`src/pkg/utp_regs.svh`:
```
`ifndef UTP_REGS_SVH
`define UTP_REGS_SVH

// system clock and link clock periods in ns
`define UTP_CLK_NS 50
`define UTP_LINK_NS 400
// half link period in system clock cycles
`define UTP_LINK_HALF (`UTP_LINK_NS / (2 * `UTP_CLK_NS))
// shortest legal link period in ns for 8-bit (50 MHz) and 16-bit (33 MHz) mode
`define UTP_MIN_NS_8 20
`define UTP_MIN_NS_16 31
// words per cell in 16-bit mode, bytes per cell in 8-bit mode
`define UTP_CELL_W16 6'h1b
`define UTP_CELL_W8 6'h35
// address that no port may own
`define UTP_NULL_ADDR 5'h1f

`endif

```
`src/pkg/utp_pkg.sv`:
```
package utp_pkg;
`include "utp_regs.svh"

    typedef logic [15:0] utp_word_t;
    typedef logic [5:0] utp_cnt_t;

    // transfer states, one bit so gray order is trivial
    typedef enum logic [0:0] {UTP_IDLE = 1'b0, UTP_CELL = 1'b1} utp_xfer_e;

    // phy end state
    typedef struct packed {
        logic [2:0] txck;
        logic [23:0] tx_s1;
        logic [23:0] tx_s2;
        logic [23:0] tx_s3;
        logic [2:0] rxck;
        logic [5:0] rx_s1;
        logic [5:0] rx_s2;
        logic [5:0] rx_s3;
        utp_xfer_e tx_st;
        utp_cnt_t tx_cnt;
        logic tx_sel;
        logic tx_clav;
        logic tx_clav_oe;
        utp_word_t up_word;
        logic up_valid;
        logic up_sof;
        logic up_perr;
        logic rx_sel;
        utp_cnt_t rx_cnt;
        logic rx_clav;
        logic rx_clav_oe;
        utp_word_t rx_data;
        logic rx_par;
        logic rx_soc;
        logic rx_oe;
        logic rx_take;
    } utp_dev_s;

    // atm end state
    typedef struct packed {
        logic [3:0] div;
        logic lclk;
        logic [19:0] in_s1;
        logic [19:0] in_s2;
        utp_xfer_e tx_st;
        utp_cnt_t tx_cnt;
        logic tx_polled;
        utp_word_t tx_data;
        logic tx_par;
        logic tx_soc;
        logic tx_enb_n;
        logic tx_take;
        utp_xfer_e rx_st;
        utp_cnt_t rx_req;
        utp_cnt_t rx_got;
        logic rx_polled;
        logic rx_enb_n;
        utp_word_t up_word;
        logic up_valid;
        logic up_sof;
        logic up_perr;
    } utp_host_s;

    // clear the upper byte in 8-bit mode
    function automatic utp_word_t utp_mask(input utp_word_t w, input logic wide);
        return wide ? w : {8'h00, w[7:0]};
    endfunction

    // parity bit for an already masked word
    function automatic logic utp_par(input utp_word_t w, input logic odd);
        return odd ? ~(^w) : (^w);
    endfunction

    // words of one cell for the current mode
    function automatic utp_cnt_t utp_len(input logic wide);
        return wide ? `UTP_CELL_W16 : `UTP_CELL_W8;
    endfunction

endpackage

```
`src/pkg/utp_if.sv`:
```
`timescale 1ns/1ps
interface utp_if;
    logic tx_clk;
    logic [15:0] tx_data;
    logic tx_par;
    logic tx_soc;
    logic tx_enb_n;
    logic [4:0] tx_addr;
    logic tx_clav_o;
    logic tx_clav_oe;
    logic tx_clav;
    logic rx_clk;
    logic rx_enb_n;
    logic [4:0] rx_addr;
    logic [15:0] rx_data_o;
    logic rx_par_o;
    logic rx_soc_o;
    logic rx_oe;
    logic [15:0] rx_data;
    logic rx_par;
    logic rx_soc;
    logic rx_clav_o;
    logic rx_clav_oe;
    logic rx_clav;

    // undriven shared lines settle low, as with the pull-downs on the board
    assign tx_clav = tx_clav_oe & tx_clav_o;
    assign rx_clav = rx_clav_oe & rx_clav_o;
    assign rx_data = rx_oe ? rx_data_o : 16'h0000;
    assign rx_par = rx_oe & rx_par_o;
    assign rx_soc = rx_oe & rx_soc_o;

    modport phy (
        input tx_clk, tx_data, tx_par, tx_soc, tx_enb_n, tx_addr,
        output tx_clav_o, tx_clav_oe,
        input rx_clk, rx_enb_n, rx_addr,
        output rx_data_o, rx_par_o, rx_soc_o, rx_oe, rx_clav_o, rx_clav_oe
    );

    modport atm (
        output tx_clk, tx_data, tx_par, tx_soc, tx_enb_n, tx_addr,
        input tx_clav,
        output rx_clk, rx_enb_n, rx_addr,
        input rx_data, rx_par, rx_soc, rx_clav
    );
endinterface

```
`src/rtl/utp_phy_port.sv`:
```
`timescale 1ns/1ps
module utp_phy_port
    import utp_pkg::*;
#(
    parameter logic [4:0] PHY_ADDR = 5'h00
)
(
    input wire logic clk,
    input wire logic sys_rst,
    input wire logic wide_mode,
    input wire logic odd_par,
    input wire logic tx_space,
    output logic [15:0] tx_word,
    output logic tx_valid,
    output logic tx_sof,
    output logic tx_perr,
    input wire logic rx_avail,
    input wire logic [15:0] rx_word,
    output logic rx_take,
    utp_if.phy link
);

    ////////////////////////////////////////////////////////////////////////////
    // elaboration check

    generate
        if (PHY_ADDR == `UTP_NULL_ADDR)
        begin : g_addr_chk
            $error("utp_phy_port: port address must not be the null address");
        end
    endgenerate

    ////////////////////////////////////////////////////////////////////////////
    // state

    utp_dev_s q;
    utp_dev_s d;
    logic tx_rise;
    logic rx_rise;
    utp_word_t t_data;
    logic t_par;
    logic t_soc;
    logic t_enb_n;
    logic [4:0] t_addr;
    logic r_enb_n;
    logic [4:0] r_addr;
    utp_word_t t_word;
    utp_word_t r_word;
    utp_cnt_t len;

    // link clock edges; data is taken from the stage one older than the edge
    // so a word that changes with the clock is seen at its old value
    assign tx_rise = q.txck[1] & ~q.txck[2];
    assign rx_rise = q.rxck[1] & ~q.rxck[2];
    assign {t_data, t_par, t_soc, t_enb_n, t_addr} = q.tx_s3;
    assign {r_enb_n, r_addr} = q.rx_s3;
    assign t_word = utp_mask(t_data, wide_mode);
    assign r_word = utp_mask(rx_word, wide_mode);
    assign len = utp_len(wide_mode);

    ////////////////////////////////////////////////////////////////////////////
    // next state

    always_comb
    begin
        d = q;
        // two-stage synchronisers plus one history stage
        d.txck = {q.txck[1:0], link.tx_clk};
        d.tx_s1 = {link.tx_data, link.tx_par, link.tx_soc, link.tx_enb_n, link.tx_addr};
        d.tx_s2 = q.tx_s1;
        d.tx_s3 = q.tx_s2;
        d.rxck = {q.rxck[1:0], link.rx_clk};
        d.rx_s1 = {link.rx_enb_n, link.rx_addr};
        d.rx_s2 = q.rx_s1;
        d.rx_s3 = q.rx_s2;
        d.up_valid = 1'b0;
        d.up_perr = 1'b0;
        d.rx_take = 1'b0;

        // transmit direction: poll answer, selection and cell intake
        if (tx_rise)
        begin
            // answer a poll of our own address only, with a whole-cell view
            d.tx_clav_oe = (t_addr == PHY_ADDR);
            d.tx_clav = (t_addr == PHY_ADDR) & tx_space;
            if (t_enb_n)
            begin
                // selection is latched while enable is idle
                d.tx_sel = (t_addr == PHY_ADDR);
            end
            else if (q.tx_sel)
            begin
                if (t_soc)
                begin
                    // a start always opens a new cell
                    d.tx_st = UTP_CELL;
                    d.tx_cnt = 6'h01;
                    d.up_word = t_word;
                    d.up_valid = 1'b1;
                    d.up_sof = 1'b1;
                    d.up_perr = (utp_par(t_word, odd_par) != t_par);
                end
                else if (q.tx_st == UTP_CELL)
                begin
                    d.tx_cnt = q.tx_cnt + 6'h01;
                    d.up_word = t_word;
                    d.up_valid = 1'b1;
                    d.up_sof = 1'b0;
                    d.up_perr = (utp_par(t_word, odd_par) != t_par);
                    if (q.tx_cnt + 6'h01 == len)
                    begin
                        d.tx_st = UTP_IDLE;
                    end
                end
                // words outside a cell fall here and are dropped
            end
        end

        // receive direction: poll answer, selection and word output
        if (rx_rise)
        begin
            // no view of the next cell while one is still in flight
            d.rx_clav_oe = (r_addr == PHY_ADDR);
            d.rx_clav = (r_addr == PHY_ADDR) & rx_avail & (q.rx_cnt == 6'h00);
            if (r_enb_n)
            begin
                d.rx_sel = (r_addr == PHY_ADDR);
                d.rx_oe = 1'b0;
                d.rx_soc = 1'b0;
            end
            else if (q.rx_sel)
            begin
                // drive for the cycle after the enabled one
                d.rx_oe = 1'b1;
                if (q.rx_cnt != 6'h00 || rx_avail)
                begin
                    d.rx_data = r_word;
                    d.rx_par = utp_par(r_word, odd_par);
                    d.rx_soc = (q.rx_cnt == 6'h00);
                    d.rx_take = 1'b1;
                    d.rx_cnt = (q.rx_cnt + 6'h01 == len) ? 6'h00 : q.rx_cnt + 6'h01;
                end
                else
                begin
                    d.rx_soc = 1'b0;
                end
            end
            else
            begin
                d.rx_oe = 1'b0;
                d.rx_soc = 1'b0;
            end
        end
    end

    ////////////////////////////////////////////////////////////////////////////
    // registers

    // synchronous reset; all fields come up idle and undriven
    always_ff @(posedge clk)
    begin
        if (sys_rst)
        begin
            q <= '0;
        end
        else
        begin
            q <= d;
        end
    end

    ////////////////////////////////////////////////////////////////////////////
    // outputs

    // every output is a plain state field
    assign tx_word = q.up_word;
    assign tx_valid = q.up_valid;
    assign tx_sof = q.up_sof;
    assign tx_perr = q.up_perr;
    assign rx_take = q.rx_take;
    assign link.tx_clav_o = q.tx_clav;
    assign link.tx_clav_oe = q.tx_clav_oe;
    assign link.rx_data_o = q.rx_data;
    assign link.rx_par_o = q.rx_par;
    assign link.rx_soc_o = q.rx_soc;
    assign link.rx_oe = q.rx_oe;
    assign link.rx_clav_o = q.rx_clav;
    assign link.rx_clav_oe = q.rx_clav_oe;

endmodule

```
`src/flat_wrapper.sv`:
```
// flat-port wrapper written by rule: the top's interface ports become plain ports
module utp_phy_port_flat import utp_pkg::*;
#(
    parameter logic [4:0] PHY_ADDR = 5'h00
)
  (clk, sys_rst, wide_mode, odd_par, tx_space, tx_word, tx_valid, tx_sof, tx_perr, rx_avail, rx_word, rx_take, link_tx_clk, link_tx_data, link_tx_par, link_tx_soc, link_tx_enb_n, link_tx_addr, link_tx_clav_o, link_tx_clav_oe, link_rx_clk, link_rx_enb_n, link_rx_addr, link_rx_data_o, link_rx_par_o, link_rx_soc_o, link_rx_oe, link_rx_clav_o, link_rx_clav_oe);
  utp_if link_i ();
  input wire logic clk;
  input wire logic sys_rst;
  input wire logic wide_mode;
  input wire logic odd_par;
  input wire logic tx_space;
  output logic [15:0] tx_word;
  output logic tx_valid;
  output logic tx_sof;
  output logic tx_perr;
  input wire logic rx_avail;
  input wire logic [15:0] rx_word;
  output logic rx_take;
  input wire logic [$bits(link_i.tx_clk)-1:0] link_tx_clk;
  input wire logic [$bits(link_i.tx_data)-1:0] link_tx_data;
  input wire logic [$bits(link_i.tx_par)-1:0] link_tx_par;
  input wire logic [$bits(link_i.tx_soc)-1:0] link_tx_soc;
  input wire logic [$bits(link_i.tx_enb_n)-1:0] link_tx_enb_n;
  input wire logic [$bits(link_i.tx_addr)-1:0] link_tx_addr;
  output wire logic [$bits(link_i.tx_clav_o)-1:0] link_tx_clav_o;
  output wire logic [$bits(link_i.tx_clav_oe)-1:0] link_tx_clav_oe;
  input wire logic [$bits(link_i.rx_clk)-1:0] link_rx_clk;
  input wire logic [$bits(link_i.rx_enb_n)-1:0] link_rx_enb_n;
  input wire logic [$bits(link_i.rx_addr)-1:0] link_rx_addr;
  output wire logic [$bits(link_i.rx_data_o)-1:0] link_rx_data_o;
  output wire logic [$bits(link_i.rx_par_o)-1:0] link_rx_par_o;
  output wire logic [$bits(link_i.rx_soc_o)-1:0] link_rx_soc_o;
  output wire logic [$bits(link_i.rx_oe)-1:0] link_rx_oe;
  output wire logic [$bits(link_i.rx_clav_o)-1:0] link_rx_clav_o;
  output wire logic [$bits(link_i.rx_clav_oe)-1:0] link_rx_clav_oe;
  assign link_i.tx_clk = link_tx_clk;
  assign link_i.tx_data = link_tx_data;
  assign link_i.tx_par = link_tx_par;
  assign link_i.tx_soc = link_tx_soc;
  assign link_i.tx_enb_n = link_tx_enb_n;
  assign link_i.tx_addr = link_tx_addr;
  assign link_tx_clav_o = link_i.tx_clav_o;
  assign link_tx_clav_oe = link_i.tx_clav_oe;
  assign link_i.rx_clk = link_rx_clk;
  assign link_i.rx_enb_n = link_rx_enb_n;
  assign link_i.rx_addr = link_rx_addr;
  assign link_rx_data_o = link_i.rx_data_o;
  assign link_rx_par_o = link_i.rx_par_o;
  assign link_rx_soc_o = link_i.rx_soc_o;
  assign link_rx_oe = link_i.rx_oe;
  assign link_rx_clav_o = link_i.rx_clav_o;
  assign link_rx_clav_oe = link_i.rx_clav_oe;
  utp_phy_port #(.PHY_ADDR(PHY_ADDR)) u_core (.clk(clk), .sys_rst(sys_rst), .wide_mode(wide_mode), .odd_par(odd_par), .tx_space(tx_space), .tx_word(tx_word), .tx_valid(tx_valid), .tx_sof(tx_sof), .tx_perr(tx_perr), .rx_avail(rx_avail), .rx_word(rx_word), .rx_take(rx_take), .link(link_i));
endmodule
```
`config.mk`:
```
export PLATFORM = sky130hd
export DESIGN_NAME = utp_phy_port_flat
export DESIGN_NICKNAME = d
export VERILOG_FILES = /design/src/pkg/utp_pkg.sv /design/src/pkg/utp_if.sv /design/src/rtl/utp_phy_port.sv /design/src/flat_wrapper.sv
export VERILOG_INCLUDE_DIRS = /design/src /design/src/pkg
export SDC_FILE = /design/constraint.sdc
export NUM_CORES = 1
export LEC_CHECK = 0
export BUFFER_PORTS_ARGS = -buffer_cell sky130_fd_sc_hd__buf_4
export CORE_ASPECT_RATIO = 1.4
export CORE_MARGIN = 4
export CORE_UTILIZATION = 55
export CTS_BUF_LIST = sky130_fd_sc_hd__clkbuf_16
export DETAILED_ROUTE_END_ITERATION = 16
export PLACE_DENSITY = 0.77
export SYNTH_ARGS = -nofsm -noshare
export SYNTH_HDL_FRONTEND = slang
export SYNTH_SLANG_ARGS = --single-unit
```
`constraint.sdc`:
```
create_clock -name clk -period 2.2 [get_ports clk]
set_input_delay 0.66 -clock clk [delete_from_list [all_inputs] [get_ports clk]]
set_output_delay 0.66 -clock clk [all_outputs]
set_load 0.005 [all_outputs]
```
* Word level (Yosys, flattened, before mapping)
Cells that the tools add are included.
** Word-level totals
- Logic and storage cells :: 76
- Bits in registers :: 154
** Cells by class
- Bitwise gates (word level) :: 15
- Eq/ne operators :: 3
- Add/subtract/negate cells :: 2
- Multiplexer cells :: 15
- Reductions and logical operators :: 15
** Operators by type and width (count)
- $mux W19 :: 2
- $mux W16 :: 2
- $reduce_xor A16 Y1 :: 2
- $mux W7 :: 2
- $add A6 B1 Y6 const B :: 2
- $eq A6 B6 Y1 :: 2
- $mux W6 :: 2
- $logic_not A5 Y1 :: 2
- $not A1 Y1 :: 10
- $reduce_and A4 Y1 :: 2
- $reduce_or A4 Y1 :: 2
- $logic_not A6 Y1 :: 1
- $reduce_bool A6 Y1 :: 1
- $and A1 B1 Y1 :: 5
- $mux W1 :: 5
- $mux W2 :: 2
- $reduce_and A2 Y1 :: 2
- $reduce_and A3 Y1 :: 1
- $reduce_bool A2 Y1 :: 1
- $logic_or A1 B1 Y1 :: 1
- $ne A1 B1 Y1 :: 1

* Logic depth before layout (Yosys ltp)
Gate-level depths: netlist of run 1.
- Word-level depth :: 7
- Gate-level depth with buffers :: 7

* Worst setup path before layout of run 1
No wires, ideal clock.
- Path type :: register to register
- From :: register u_core.q[22] (netlist name)
- To :: register u_core.q (netlist bit u_core.link.rx_data_o[12])
- Data arrival time :: 1.624 ns
- Slack :: 0.444 ns
- Cell stages (with the launch flop) :: 8
- Data required time :: 2.068 ns
- Buffers on the path :: 1
- Period minus slack after synthesis :: 1.756 ns
- Cells stage by stage :: dfxtp_1 -> inv_1 -> ha_1 -> or4b_4 -> o31a_1 -> buf_2 -> nand3_1 -> a21oi_1
** Between the ends
- Cells in the longest elaborated chain, start to end :: 3
** RTL lines
- from (decl) :: line utp_phy_port.sv:36 : utp_dev_s q;
- from (signal assigned) :: line utp_phy_port.sv:164 : q <= '0;
- from (signal assigned) :: line utp_phy_port.sv:168 : q <= d;
- $reduce_bool A6 Y1 :: line utp_phy_port.sv:135 : if (q.rx_cnt != 6'h00 || rx_avail)
- $logic_or A1 B1 Y1 :: line utp_phy_port.sv:135
- $reduce_and A4 Y1 (no source line)
Every way passes these cells.
A chain may end at the register's enable or synchronous reset.

* Worst setup path in the final report of run 1
- From :: register u_core.q[22] (netlist name)
- To :: register u_core.q (netlist bit u_core.link.rx_data_o[6])
Same word-level chain as after synthesis.

==> qor.txt, run 1 <==
Status: finished clean
Crit Path Category: flip-flop to flip-flop
DRT antenna net count: 0
Commonest cells after routing, fill and taps aside: dfxtp_1 (154), buf_4 (101), nor2b_1 (98)
Ys Warns: 0
Total CTS buffers: 17
Slowest cell on the critical path: or4b_4
Unique masters post-synth: 41
Commonest non-fill, non-tap cell in the layout: dfxtp_1
Fmax: 0.4865 GHz
FFs w/ async S/R, synth: 0%
Req. time, crit path: 2530 ps
Hold WC Path Type: flip-flop to flip-flop
Worst setup SP type: flip-flop
WHS: 431.2 ps
Worst vdd ir: 0.7527 mV
Max-slew violation count: 0
Die X: 92.62 um
DIE AREA: 11710 um2
Worst Tran Pin Value: 735.3 ps
Global route overflow: 0
RSZ-0062 raised after global routing: false
Final clock skew: 9.184 ps
CTS tree: done
Initial antenna violation count: 0
Starting Density: 55.99%
Crit path launch: u_core.q[22]$_SDFFE_PP0P_
PD cells: 891.8 nW/um2
Mapped Avg Cell Area: 9.792 um2
Vias: 3800
CP max stage delay: 490 ps
Final-layout fill cell count: 792
I/O Pins: 97
Min Tclk post-route: 2055 ps
Leading area contributor after synthesis: dfxtp_1
Core box area: 9846 um2
DP Worst Slack: 108.9 ps
Post_cts resized: 0
1st-iter DRT viols: 187
Clock buffer depth: 2
Detailed-route wire length per cell: 12.67 um
H-tree levels: 4
Row count: 43
Seq. cell area: 3083 um2
TritonCTS sink count: 154
Final WS setup: 144.5 ps
Area of the multi-input gates: 2066 um2
End-of-flow core utilization: 68.32%
Antenna Diode Count: 0
Slew Limit Headroom: 50.65%
Register bit total from synthesis: 154
Layout cells sized above 1: 21.79%
Synth Instances: 563
Dpl hpwl: 6.734 mm
HP Start: u_core.d[82]$_SDFF_PP0_
Nets: 683
Area Growth Syn to Fin: 22.02%
Worst r2r src: u_core.q[22]$_SDFFE_PP0P_
Top_reg_cell synth: dfxtp_1
Family with the most delay on the worst path: simple AND/OR/NAND/NOR gates
Clock latency on the worst-skew pair: 410 ps
Final std cells w/o fill: 773
Global Route Usage Sum: 17.78%
Worst-path clk slew: 60 ps
Crit-path cells: inv_1, ha_1, or4b_4, o31ai_4, buf_4, nand2_1, a21oi_1
Post-synthesis sequential area ratio: 55.92%
Total negative slack: 0 ps
Count of final setup violators: 0
Crit path max fanout: 14
Period utilization: 93.43%
GPL Wtd Cong: 0.7634
Mapped Nets: 620
I/O Buffers: 96
Data arrival, critical path: 2390 ps
Clock root cell: clkbuf_16
Pre-antenna DRT Iters: 4
First-pass GRT wire length: 16.61 mm
Fin. Hold Viols: 0
DRC: 0
Post-synth EDFFs: 0
Synthesized area: 5513 um2
Die Ht: 126.5 um
Hold buffers post-CTS: 0
Vias in the first global route: 3702
Via density: 4.916
Largest net degree at the start of global routing: 79
Max cap viols: 0
Placed Cells: 742
Worst setup EP type: flip-flop
WP buf/inv: 2
Final wirelength: 9.791 mm
Top cells by area, synth: dfxtp_1 (56%), nor2b_1 (11%), xnor2_1 (4.9%)
Leakage Power: 2.672 nW
Share of the synthesized area in the top cell type: 55.92%
Post-CTS Repair Setup Buffers: 0
-- cells in the mapped netlist, drive strengths merged, types with 4 or more instances --
| cell | number |
|---|---|
| nor2 | 16 |
| nor2b | 98 |
| dfxtp | 154 |
| xnor2 | 31 |
| clkbuf | 22 |
| nand2 | 68 |
| buf | 38 |
| o21ai | 6 |
| nand3 | 27 |
| xor2 | 7 |
| nor3 | 6 |
| a21oi | 46 |
| a22oi | 4 |
-- layout make-up --
| type | instances | area share (%) |
|---|---|---|
| sequential | 154 | 45.83 |
| multi-input combinational | 347 | 30.71 |
| timing repair buffer | 104 | 12.17 |
| clock buffer | 17 | 6.324 |
| tap | 135 | 2.511 |
| clock inverter | 14 | 2.344 |
| inverter | 2 | 0.1116 |
-- worst reg2reg max path: cells and delay by family, from the launching register on --
family          cells  cell delay (ps)
compound gates      2              480
fa+ha+maj           1              160
buf+inv             2              420
flops               1              350
simple gates        2              570
-- per-stage QoR --
| stage | cell area [um2] | total power, mW |
|---|---|---|
| global route | 6726 | 6.220 |
| floorplan | 5513 | 3.121 |
| finish | 6726 | 5.999 |
| global placement | 6142 | 3.237 |
| detailed placement | 6142 | 3.245 |
| CTS | 6725 | 6.059 |
-- path summary, 6_finish.rpt --
kind / to / slack [ps] / depth (start not counted)
worst max-delay path: u_core.link.rx_data_o[6]$_SDFFE_PP0P_ / 140 / 7
worst min-delay path: u_core.q[82]$_SDFF_PP0_ / 430 / 1
worst max register to register: u_core.link.rx_data_o[6]$_SDFFE_PP0P_ / 140 / 7
worst min register to register: u_core.q[82]$_SDFF_PP0_ / 430 / 1
-- routing by layer --
layer	wire length (um)	GRT usage, %
met3	642	5.813
met1	4031	19.77
met4	186	7.765
met2	4931	30.85
met5	0	0
-- flip-flops by register name, summed over array words and instances, names as in the netlist --
register                count
u_core.rx_take              1
u_core.link.rx_oe           1
u_core.tx_word             16
u_core.link.tx_clav_o       1
u_core.tx_perr              1
u_core.link.rx_clav_o       1
u_core.link.rx_clav_oe      1
u_core.link.rx_soc_o        1
u_core.tx_valid             1
u_core.tx_sof               1
u_core.link.rx_data_o      16
u_core.link.rx_par_o        1
u_core.q                   47
u_core.link.tx_clav_oe      1
u_core.d                   64
-- logic make-up after synthesis --
family / share of synthesized area, %
flip-flops: 55.92
AND/OR/NAND/NOR: 22.99
adder cells (fa/ha/maj): 0.6810
multiplexers: 0.5447
AO/OA/AOI/OAI: 7.195
buffers and inverters: 6.627
XOR/XNOR: 6.037
-- where the power goes --
group          switching, mW  total [mW]  internal [mW]
Combinational          0.131       0.298          0.168
Clock                   1.05        2.82           1.76
Sequential            0.0208        2.88           2.86
Total                   1.21        6.00           4.79
(Power assumes the default switching activity.)
==> inputs of run 2 (changes only) <==
--- a/config.mk
+++ b/config.mk
@@ -7,7 +7,6 @@
 export NUM_CORES = 1
 export LEC_CHECK = 0
 export BUFFER_PORTS_ARGS = -buffer_cell sky130_fd_sc_hd__buf_4
-export CORE_ASPECT_RATIO = 1.4
 export CORE_MARGIN = 4
 export CORE_UTILIZATION = 55
 export CTS_BUF_LIST = sky130_fd_sc_hd__clkbuf_16
==> run 2 against run 1 <==
  * Non-clock buffer count increased by 1
  * Worst setup slack got worse by 13 ps
  * Critical path depth decreased by 1
  * Critical endpoint is now u_core.q[24]$_SDFFE_PP0P_
  * Highest routed layer unchanged
==> qor.txt, run 2 (synthesized netlist as in run 1, its figures left out) <==
Status: finished clean (unchanged)
Post-CTS Repair Setup Buffers: 0 (unchanged)
Worst setup SP type: flip-flop (unchanged)
Worst vdd ir: 0.4747 mV (was 0.7527 mV)
CTS tree: done (unchanged)
Hold buffers post-CTS: 0 (unchanged)
R2r setup slk: 130 ps (was 140 ps)
1st-iter DRT viols: 146 (was 187)
H-tree levels: 4 (unchanged)
Total CTS buffers: 17 (unchanged)
Req. time, crit path: 2490 ps (was 2530 ps)
Worst setup EP type: flip-flop (unchanged)
TritonCTS sink count: 154 (unchanged)
Worst Tran Pin Value: 814.1 ps (was 735.3 ps)
Layout cells sized above 1: 22.07% (was 21.79%)
Leakage Power: 2.648 nW (was 2.672 nW)
Largest net degree at the start of global routing: 50 (was 79)
Slew Limit Headroom: 45.72% (was 50.65%)
Total negative slack: 0 ps (unchanged)
Final Power: 5.990 mW (was 5.999 mW)
First-pass GRT wire length: 15.32 mm (was 16.61 mm)
GPL Wtd Cong: 0.7229 (was 0.7634)
Data arrival, critical path: 2360 ps (was 2390 ps)
Min Tclk post-route: 2068 ps (was 2055 ps)
Core box area: 9774 um2 (was 9846 um2)
Antenna Diode Count: 0 (unchanged)
Starting Density: 56.40% (was 55.99%)
Nets: 684 (was 683)
Final clock skew: 4.085 ps (was 9.184 ps)
Critical path destination: u_core.q[24]$_SDFFE_PP0P_ (was u_core.link.rx_data_o[6]$_SDFFE_PP0P_)
Fin. Hold Viols: 0 (unchanged)
Min-Delay Path Depth: 1 (unchanged)
PD cells: 893.4 nW/um2 (was 891.8 nW/um2)
Reg2Reg Depth: 6 (was 7)
DIE AREA: 11690 um2 (was 11710 um2)
Via density: 4.772 (was 4.916)
Detailed-route wire length per cell: 12.00 um (was 12.67 um)
Post_cts resized: 0 (unchanged)
Crit path launch: u_core.q[22]$_SDFFE_PP0P_ (unchanged)
Final wirelength: 9.263 mm (was 9.791 mm)
Row count: 36 (was 43)
Area Growth Syn to Fin: 21.61% (was 22.02%)
Commonest non-fill, non-tap cell in the layout: dfxtp_1 (unchanged)
Global route overflow: 0 (unchanged)
Worst-path clk slew: 60 ps (about the same)
Clock latency on the worst-skew pair: 410 ps (about the same)
Hold WC Path Type: flip-flop to flip-flop (unchanged)
Period utilization: 94.01% (was 93.43%)
RSZ-0062 raised after global routing: false (unchanged)
Die X: 108.1 um (was 92.62 um)
Die Ht: 108.1 um (was 126.5 um)
Dpl hpwl: 6.327 mm (was 6.734 mm)
Max reg flops: 64 (unchanged)
Crit Path Category: flip-flop to flip-flop (unchanged)
DRC: 0 (unchanged)
Initial antenna violation count: 0 (unchanged)
Crit path max fanout: 22 (was 14)
Clock root cell: clkbuf_16 (unchanged)
Max cap viols: 0 (unchanged)
Pre-antenna DRT Iters: 4 (unchanged)
I/O Buffers: 96 (unchanged)
Max-slew violation count: 0 (unchanged)
Vias: 3684 (was 3800)
RR Endpoint: u_core.q[24]$_SDFFE_PP0P_ (was u_core.link.rx_data_o[6]$_SDFFE_PP0P_)
DRT antenna net count: 0 (unchanged)
Clock buffer depth: 2 (unchanged)
I/O Pins: 97 (unchanged)
Vias in the first global route: 3458 (was 3702)
Count of final setup violators: 0 (unchanged)
Global Route Usage Sum: 16.74% (was 17.78%)
Commonest cells after routing, fill and taps aside: dfxtp_1 (154), buf_4 (104), nor2b_1 (98) (was dfxtp_1 (154), buf_4 (101), nor2b_1 (98))
Worst r2r src: u_core.q[22]$_SDFFE_PP0P_ (unchanged)
Fmax: 0.4835 GHz (was 0.4865 GHz)
## run 2: through the flow
step	setup WS, ps	hold WS, ps	util, %	cell area [um2]	cells
4_1_cts	106.9	434.3	68.43	6689	770
2_1_floorplan	443.5	413.8	-	5513	563
3_5_place_dp	118.2	420.4	62.48	6107	739
5_1_grt	24.78	443.3	68.59	6704	772
6_report	131.9	432.8	68.59	6704	772
3_3_place_gp	220.9	416.4	62.48	6107	739
## run 2: power breakdown
part           switching [mW]  internal, mW
clock network            1.05          1.76
registers              0.0205          2.86
logic                   0.128         0.166
total                    1.20          4.79
## run 2: layer usage
layer	track usage (%)	up-vias	wire length [um]
li1	-	1928	-
met1	19.23	1655	3996
met2	28.20	89	4613
met3	5.791	12	538
met4	7.484	0	114
met5	0	-	0
## run 2: how the worst min path moves through the flow
stage,end,slack (ps),start
final,u_core.q[100]$_SDFF_PP0_,430,u_core.d[100]$_SDFF_PP0_
after global routing,u_core.d[114]$_SDFF_PP0_,440,link_tx_data[3]
after CTS,u_core.q[100]$_SDFF_PP0_,430,u_core.d[100]$_SDFF_PP0_
after detailed placement,u_core.d[82]$_SDFF_PP0_,420,u_core.d[106]$_SDFF_PP0_
after global placement,u_core.d[88]$_SDFF_PP0_,420,u_core.d[112]$_SDFF_PP0_
after floorplan,u_core.d[100]$_SDFF_PP0_,410,u_core.d[124]$_SDFF_PP0_
## run 2: cell type report
cell class	instances	area, um2
multi-input cells	347	2064
inverters	2	7.507
flip-flops and latches	154	3083
clock buffers	17	425.4
repair buffers	105	800.8
fillers	773	3070
well taps	133	166.4
clock inverters	14	156.4
## run 2: worst max-delay path, cell delays in order (launching register included)
cell and delay (ps):
dfxtp_1 340, inv_1 140, ha_1 150, or4b_4 490, o31a_1 520, nand4b_1 220
a31oi_1 90
